==> config.mk <==
export PLATFORM = sky130hd
export DESIGN_NAME = cps_cursor_split
export DESIGN_NICKNAME = d
export VERILOG_FILES = /design/src/hdl/cps_cursor_split.v /design/src/hdl/cps_line_compare.v /design/src/hdl/cps_cursor_window.v
export VERILOG_INCLUDE_DIRS = /design/src /design/src/hdl
export SDC_FILE = /design/constraint.sdc
export NUM_CORES = 1
export LEC_CHECK = 0
export BUFFER_PORTS_ARGS = -buffer_cell sky130_fd_sc_hd__buf_2
export CORE_ASPECT_RATIO = 0.6
export CORE_MARGIN = 10
export CORE_UTILIZATION = 50
export CTS_BUF_LIST = sky130_fd_sc_hd__clkbuf_8
export CTS_CLUSTER_DIAMETER = 100
export DETAILED_ROUTE_END_ITERATION = 10
export PLACE_DENSITY = 0.78
export SETUP_SLACK_MARGIN = 0.5
export SLEW_MARGIN = 25
export SYNTH_ARGS = -nofsm -noshare
export SYNTH_HDL_FRONTEND = slang
export SYNTH_SLANG_ARGS = --single-unit
==> constraint.sdc <==
create_clock -name ref_clk -period 2.8 [get_ports ref_clk]
set_input_delay 0.28 -clock ref_clk [delete_from_list [all_inputs] [get_ports ref_clk]]
set_output_delay 0.28 -clock ref_clk [all_outputs]
set_load 0.02 [all_outputs]
==> src/hdl/cps_map.vh <==
`ifndef CPS_MAP_VH
`define CPS_MAP_VH

// register byte offsets
`define CPS_ADDR_W          16
`define CPS_OFS_CURSOR_COL  16'h8350
`define CPS_OFS_SCAN_LINE   16'h8354
`define CPS_OFS_CURSOR_ROW  16'h8358
`define CPS_OFS_SPLIT_CMP   16'h835C

// field positions
`define CPS_OFFSET_HI       15
`define CPS_OFFSET_LO       11
`define CPS_COL_HI          10
`define CPS_ROW_HI          9
`define CPS_LINE_HI         10

// widths
`define CPS_PAT_SIZE        6'h20
`define CPS_PAT_W           5
`define CPS_COORD_W         11
`define CPS_ROW_W           10

// reset values of control state
`define CPS_RST_COORD       11'h000
`define CPS_RST_ROW         10'h000
`define CPS_RST_OFS         5'h00
`define CPS_RST_DATA        32'h0000_0000

`endif

==> src/hdl/cps_cursor_split.v <==
`timescale 1ns/100ps
`default_nettype none
`include "cps_map.vh"

module cps_cursor_split (
	// clock and reset
	input  wire                      ref_clk,
	input  wire                      sys_rst,
	// apb slave
	input  wire                      psel,
	input  wire                      penable,
	input  wire                      pwrite,
	input  wire [`CPS_ADDR_W-1:0]    paddr,
	input  wire [31:0]               pwdata,
	output reg                       pready,
	output reg  [31:0]               prdata,
	output reg                       pslverr,
	// raster timing from the pixel side
	input  wire                      frameStart,
	input  wire                      lineStart,
	input  wire [`CPS_COORD_W-1:0]   scanLineCount,
	input  wire [`CPS_COORD_W-1:0]   pixelCount,
	// general configuration bits
	input  wire                      cursorEnable,
	input  wire                      splitCompareEnable,
	input  wire                      startOffsetCompareEnable,
	// cursor overlay
	output reg  [`CPS_COORD_W-1:0]   liveCursorCol_q,
	output reg  [`CPS_ROW_W-1:0]     liveCursorRow_q,
	output reg  [`CPS_PAT_W-1:0]     liveColOffset_q,
	output reg  [`CPS_PAT_W-1:0]     liveRowOffset_q,
	output reg                       cursorHit_q,
	output reg  [`CPS_PAT_W-1:0]     patternCol_q,
	output reg  [`CPS_PAT_W-1:0]     patternRow_q,
	// frame-buffer fetch
	output reg                       fetchAddrReset_q,
	output reg                       startOffsetLoad_q
);

	// software-written shadow copies
	reg  [`CPS_COORD_W-1:0] cursorCol_q;
	reg  [`CPS_PAT_W-1:0]   colOffset_q;
	reg  [`CPS_ROW_W-1:0]   cursorRow_q;
	reg  [`CPS_PAT_W-1:0]   rowOffset_q;
	reg  [`CPS_COORD_W-1:0] splitLineValue_q;

	wire                    access;
	wire                    wrDone;
	wire                    hitCol;
	wire                    hitScan;
	wire                    hitRow;
	wire                    hitSplit;
	wire                    mapped;
	wire                    hitNow;
	wire [`CPS_PAT_W-1:0]   patColNow;
	wire [`CPS_PAT_W-1:0]   patRowNow;
	wire                    splitMatch;
	wire                    startMatch;
	reg  [31:0]             rdData;

	// every transfer takes one wait state so read data can come from a flop
	assign access   = psel && penable;
	assign wrDone   = access && pready && pwrite;
	assign hitCol   = (paddr == `CPS_OFS_CURSOR_COL);
	assign hitScan  = (paddr == `CPS_OFS_SCAN_LINE);
	assign hitRow   = (paddr == `CPS_OFS_CURSOR_ROW);
	assign hitSplit = (paddr == `CPS_OFS_SPLIT_CMP);
	assign mapped   = hitCol || hitScan || hitRow || hitSplit;

	always @(posedge ref_clk) begin
		if (sys_rst) begin
			pready  <= 1'b0;
			pslverr <= 1'b0;
			prdata  <= `CPS_RST_DATA;
		end else begin
			pready  <= access && !pready;
			pslverr <= access && !pready && !mapped;
			if (access && !pready && !pwrite) begin
				prdata <= rdData;
			end
		end
	end

	always @* begin
		rdData = `CPS_RST_DATA;
		if (hitCol) begin
			rdData[`CPS_OFFSET_HI:`CPS_OFFSET_LO] = colOffset_q;
			rdData[`CPS_COL_HI:0]                 = cursorCol_q;
		end else if (hitScan) begin
			// taken straight from the raster counter: may be caught mid-change
			rdData[`CPS_LINE_HI:0] = scanLineCount;
		end else if (hitRow) begin
			rdData[`CPS_OFFSET_HI:`CPS_OFFSET_LO] = rowOffset_q;
			rdData[`CPS_ROW_HI:0]                 = cursorRow_q;
		end else if (hitSplit) begin
			rdData[`CPS_LINE_HI:0] = splitLineValue_q;
		end
	end

	// register writes; reserved bits are dropped
	always @(posedge ref_clk) begin
		if (sys_rst) begin
			cursorCol_q      <= `CPS_RST_COORD;
			colOffset_q      <= `CPS_RST_OFS;
			cursorRow_q      <= `CPS_RST_ROW;
			rowOffset_q      <= `CPS_RST_OFS;
			splitLineValue_q <= `CPS_RST_COORD;
		end else if (wrDone) begin
			if (hitCol) begin
				colOffset_q <= pwdata[`CPS_OFFSET_HI:`CPS_OFFSET_LO];
				cursorCol_q <= pwdata[`CPS_COL_HI:0];
			end
			if (hitRow) begin
				rowOffset_q <= pwdata[`CPS_OFFSET_HI:`CPS_OFFSET_LO];
				cursorRow_q <= pwdata[`CPS_ROW_HI:0];
			end
			if (hitSplit) begin
				splitLineValue_q <= pwdata[`CPS_LINE_HI:0];
			end
		end
	end

	// latch into the overlay only at frame start to avoid tearing
	always @(posedge ref_clk) begin
		if (sys_rst) begin
			liveCursorCol_q <= `CPS_RST_COORD;
			liveCursorRow_q <= `CPS_RST_ROW;
			liveColOffset_q <= `CPS_RST_OFS;
			liveRowOffset_q <= `CPS_RST_OFS;
		end else if (frameStart) begin
			liveCursorCol_q <= cursorCol_q;
			liveCursorRow_q <= cursorRow_q;
			liveColOffset_q <= colOffset_q;
			liveRowOffset_q <= rowOffset_q;
		end
	end

	cps_cursor_window u_window (
		.ref_clk      (ref_clk),
		.sys_rst      (sys_rst),
		.lineStart    (lineStart),
		.lineCount    (scanLineCount),
		.pixelCount   (pixelCount),
		.cursorEnable (cursorEnable),
		.cursorCol    (liveCursorCol_q),
		.cursorRow    (liveCursorRow_q),
		.colOffset    (liveColOffset_q),
		.rowOffset    (liveRowOffset_q),
		.cursorHit    (hitNow),
		.patternCol   (patColNow),
		.patternRow   (patRowNow)
	);

	cps_line_compare u_split (
		.ref_clk    (ref_clk),
		.sys_rst    (sys_rst),
		.lineStart  (lineStart),
		.lineCount  (scanLineCount),
		.cmpEnable  (splitCompareEnable),
		.cmpValue   (splitLineValue_q),
		.matchPulse (splitMatch)
	);

	// row field reused as compare; uses the written value, not the frame copy,
	// since a legacy program expects it to act within the current frame
	cps_line_compare u_start (
		.ref_clk    (ref_clk),
		.sys_rst    (sys_rst),
		.lineStart  (lineStart),
		.lineCount  (scanLineCount),
		.cmpEnable  (startOffsetCompareEnable),
		.cmpValue   ({1'b0, cursorRow_q}),
		.matchPulse (startMatch)
	);

	always @(posedge ref_clk) begin
		if (sys_rst) begin
			cursorHit_q       <= 1'b0;
			patternCol_q      <= `CPS_RST_OFS;
			patternRow_q      <= `CPS_RST_OFS;
			fetchAddrReset_q  <= 1'b0;
			startOffsetLoad_q <= 1'b0;
		end else begin
			cursorHit_q       <= hitNow;
			patternCol_q      <= patColNow;
			patternRow_q      <= patRowNow;
			fetchAddrReset_q  <= splitMatch;
			startOffsetLoad_q <= startMatch;
		end
	end

endmodule
`default_nettype wire

==> src/hdl/cps_line_compare.v <==
`timescale 1ns/100ps
`default_nettype none
`include "cps_map.vh"

module cps_line_compare (
	// clock and reset
	input  wire                      ref_clk,
	input  wire                      sys_rst,
	// line timing
	input  wire                      lineStart,
	input  wire [`CPS_COORD_W-1:0]   lineCount,
	// compare setup
	input  wire                      cmpEnable,
	input  wire [`CPS_COORD_W-1:0]   cmpValue,
	// result
	output reg                       matchPulse
);

	// one look per line so a value written mid-line cannot fire twice
	always @(posedge ref_clk) begin
		if (sys_rst) begin
			matchPulse <= 1'b0;
		end else begin
			matchPulse <= lineStart && cmpEnable && (lineCount == cmpValue);
		end
	end

endmodule
`default_nettype wire

==> src/hdl/cps_cursor_window.v <==
`timescale 1ns/100ps
`default_nettype none
`include "cps_map.vh"

module cps_cursor_window (
	// clock and reset
	input  wire                      ref_clk,
	input  wire                      sys_rst,
	// raster position
	input  wire                      lineStart,
	input  wire [`CPS_COORD_W-1:0]   lineCount,
	input  wire [`CPS_COORD_W-1:0]   pixelCount,
	// cursor enable and frame-latched cursor setup
	input  wire                      cursorEnable,
	input  wire [`CPS_COORD_W-1:0]   cursorCol,
	input  wire [`CPS_ROW_W-1:0]     cursorRow,
	input  wire [`CPS_PAT_W-1:0]     colOffset,
	input  wire [`CPS_PAT_W-1:0]     rowOffset,
	// overlay outputs
	output reg                       cursorHit,
	output reg  [`CPS_PAT_W-1:0]     patternCol,
	output reg  [`CPS_PAT_W-1:0]     patternRow
);

	reg                   rowHit_q;
	wire [11:0]           lineDiff;
	wire [11:0]           pixDiff;
	wire [5:0]            rowSpan;
	wire [5:0]            colSpan;

	assign lineDiff = {1'b0, lineCount} - {2'b00, cursorRow};
	assign pixDiff  = {1'b0, pixelCount} - {1'b0, cursorCol};
	// pattern rows/columns ahead of the offset are skipped, shrinking the shown span
	assign rowSpan  = `CPS_PAT_SIZE - {1'b0, rowOffset};
	assign colSpan  = `CPS_PAT_SIZE - {1'b0, colOffset};

	// row decision is made once per line from the live vertical counter
	always @(posedge ref_clk) begin
		if (sys_rst) begin
			rowHit_q   <= 1'b0;
			patternRow <= `CPS_RST_OFS;
		end else if (lineStart) begin
			rowHit_q   <= cursorEnable && !lineDiff[11] && (lineDiff < {6'h00, rowSpan});
			patternRow <= lineDiff[`CPS_PAT_W-1:0] + rowOffset;
		end
	end

	always @(posedge ref_clk) begin
		if (sys_rst) begin
			cursorHit  <= 1'b0;
			patternCol <= `CPS_RST_OFS;
		end else begin
			cursorHit  <= rowHit_q && !pixDiff[11] && (pixDiff < {6'h00, colSpan});
			patternCol <= pixDiff[`CPS_PAT_W-1:0] + colOffset;
		end
	end

endmodule
`default_nettype wire

==> out/metrics.yaml <==
path_clk_slew_ns: 0.07
multi_input_area_mm2: 0.004014
synth_area_mm2: 0.006431
hold_slack_ns: 0.08587
hold_end: "u_split.matchPulse$_SDFF_PP0_"
clkSinkCount: 118
pre_cts_ws_ns: 0.04071
area_delta_synth_final_pct: 24.26
grt_pass1_wl_um: 28250
postSynth.asyncResetShare_pct: 0
final_cell_mix: "buf_2 (124), dfxtp_1 (109), nor2_1 (108)"
p_leak_nw: 3.599
switching_share_pct: 27.67
synth_top_family_by_area: "simple AND/OR/NAND/NOR gates"
r2r_cells: 13
synth_edf_count: 0
die-area_mm2: 0.01795
rows: 31
drt_iter0_markers: 455
wirelength_um: 18390
cp-startpoint: "liveCursorRow_q[1]$_SDFFE_PP0P_"
maxCapViolations: 0
ioPinCount: 158
fmax_ghz: 0.3863
relSlewSlack_pct: 47.32
synthMuxAreaShare_pct: 13.44
start_kind: "register"
finClkSkew_ns: 0.01750
final-hold-violation-count: 0
max-clock-path-buffers: 2
place_area_mm2: 0.007262
min_period_over_period_pct: 92.46
setup_tns_ns: 0
criticalPathCategory: "register to register"
num_antenna_cells: 0
ys_seq_area_share_pct: 36.73
arrival_ns: 2.95
ys_types: 57
synth_fa_ha_area_share_pct: 9.611
mostFrequentLayoutCell: "buf_2"
grt_pass1_vias: 5147
hold_depth: 3
switchingPower_w: 0.001073
first_pass_iters: 5
synth_compound_area_share_pct: 10.82
core_mm2: 0.01233
ir_worst_vdd_uv: 329.2
seqCellArea_mm2: 0.002384
grtUsageTotal_pct: 19.27
drive_gt1_share_pct: 30.57
reg2reg_from: "liveCursorRow_q[1]$_SDFFE_PP0P_"
fin_total_pwr_w: 0.003878
ant_nets: 0
ys_warn_count: 0
dieHeight_um: 107.9
p_per_area_mw_per_mm2: 485.3
synthXorXnorAreaFrac_pct: 5.992
hpwlAfterDp_um: 13390
yosys.area_share.simple_pct: 17.33
drc: 0
rsz0062_at_grt: "true"
place_congestion: 0.8870
syn_inst: 690
die_w_um: 166.4
via_per_inst: 5.513
yosys.area.top_type: "dfxtp_1"
portBuffers: 125
cts_buffers: 17
grt_overflow: 0
path_max_fanout: 3
slew_viol_final: 0
cts_tree: "yes"
pwr-share-clk_pct: 42.3
drt-wirelength-per-cell_um: 18.23
synthTopCellsByArea: "dfxtp_1 (37%), mux2i_1 (12%), ha_1 (8.4%)"
crit_required_ns: 3.16
worst_setup_path_end_kind: "register"
vias: 5563
synth_flop_cell: "dfxtp_1"
synth_seq_cells: 118
clk_latency_ns: 0.45
setup_violations: 0
internal_power_w: 0.002805
syn_area_per_cell_um2: 9.321
outcome: "completed"
min_period_ns: 2.589
r2r-end: "u_window.rowHit_q$_SDFFE_PP0P_"
finalInstanceArea_mm2: 0.007991
cts-root-buf: "clkbuf_8"
fillCellCount: 1013
hold_class: "primary input to register"
r2r_setup_slack_ns: 0.21
tightestPinTransition_ns: 0.7902
yosysTopAreaCellShare_pct: 36.73
antenna_found_initial: 2
setup_ws_ns: 0.2111
htreeDepth: 4
hold_start: "splitCompareEnable"
seq_power_share_pct: 44.2
grt_max_degree: 63
nNetsFinal: 958
comb_power_share_pct: 13.5
initial_core_util_pct: 52.14
[Yosys cell counts (2+ instances only)]
library cell    n
inv_1          37
a221o_1        10
clkbuf_1       19
nor2_1        109
and2_1          3
mux2i_1        74
nand2b_1        6
a2111oi_0       2
mux2_2         11
o31a_1          2
or2_2           4
nand3b_1        3
dfxtp_1       118
nor2b_1        22
nor4_1          5
and3_1          2
o21ai_0        10
buf_6           2
a21oi_1        29
o31ai_1         4
nor4_4          3
nor3_2          2
o21a_1          6
buf_4          16
fa_1            4
a221oi_1        7
nand4_1         4
or3_1           3
o2111ai_1       5
xnor2_1        21
ha_1           43
a31oi_1         4
a211oi_1        4
nand2_1         9
nor3_1         26
a21o_1          8
o211ai_1        2
buf_2           6
xor2_1         23
nand3_1         5
[stage by stage]
step           utilization (%)  instances
3_3_place_gp             58.88        964
2_1_floorplan                -        705
4_1_cts                  63.39       1004
5_1_grt                  64.79       1009
6_report                 64.79       1009
3_5_place_dp             58.88        964
[state kept, by name (all words and copies together), names as in the netlist, 5 cells and up]
register and count:
colOffset_q 5, cursorCol_q 11, cursorRow_q 10, liveColOffset_q 5, liveCursorCol_q 11, liveCursorRow_q 10, liveRowOffset_q 5, patternCol_q 5
patternRow_q 5, prdata 16, rowOffset_q 5, splitLineValue_q 11, u_window.patternCol 5, u_window.patternRow 5
[worst max path at each step]
| stage | end | slack (ns) | cells after the start |
|---|---|---|---|
| final | u_window.rowHit_q$_SDFFE_PP0P_ | 0.21 | 13 |
| after global routing | u_window.rowHit_q$_SDFFE_PP0P_ | 0.04 | 12 |
| after CTS | u_window.rowHit_q$_SDFFE_PP0P_ | 0.14 | 12 |
| after detailed placement | u_window.rowHit_q$_SDFFE_PP0P_ | 0.04 | 14 |
| after global placement | u_window.cursorHit$_SDFF_PP0_ | 0.11 | 12 |
| after floorplan | u_window.cursorHit$_SDFF_PP0_ | 0.15 | 12 |
[routing by layer]
metal	track usage, %	part of all wire (%)
met4	4.931	0.95
met3	7.185	9.6
met5	0	0.15
met2	27.17	41
met1	26.88	48
[cells by family (layout without fill, tap and decap cells)]
| kind of cell | count (synthesis) | after routing |
|---|---|---|
| mux | 85 | 85 |
| other cells | 1 | 16 |
| simple gates | 214 | 214 |
| flops | 118 | 118 |
| buf+inv | 81 | 220 |
| compound gates | 100 | 100 |
| fa+ha+maj | 47 | 47 |
| xor+xnor | 44 | 44 |
[area by class of cell]
| type | instances | share of cell area (%) |
|---|---|---|
| clock buffers | 17 | 2.928 |
| inverters | 37 | 1.738 |
| flip-flops and latches | 118 | 29.83 |
| multi-input cells | 506 | 50.23 |
| clock inverters | 15 | 2.239 |
| repair buffers | 151 | 10.46 |
| well taps | 165 | 2.583 |
[critical path, cell delays in order, from the launching register on]
cell     delay [ns]
dfxtp_4        0.36
inv_2          0.04
ha_4           0.20
nor2b_4        0.13
o21a_1         0.19
nor2_1         0.19
xnor2_2        0.16
ha_1           0.27
a21o_1         0.17
a21o_1         0.16
a32o_1         0.23
nor3_2         0.12
o21ai_1        0.10
o31ai_1        0.18
[power groups by stage]
| stage | Combinational, W | Clock [W] | Sequential [W] |
|---|---|---|---|
| 3_3_place_gp | 0.000464 | 0 | 0.00175 |
| 4_1_cts | 0.000489 | 0.00166 | 0.00171 |
| 5_1_grt | 0.000567 | 0.00175 | 0.00172 |
| 6_report | 0.000524 | 0.00164 | 0.00171 |
| 2_1_floorplan | 0.000299 | 0 | 0.00178 |
| 3_5_place_dp | 0.000468 | 0 | 0.00175 |
[repair_timing]
item | CTS | global route
setup endpoints to repair | 4 | 4
resized for setup | 15 | 23
gates cloned | 0 | 0
pin swaps | 15 | 14
hold buffers | 0 | 0
setup buffers | 8 | 4
Power figures use the tool's default switching activity.
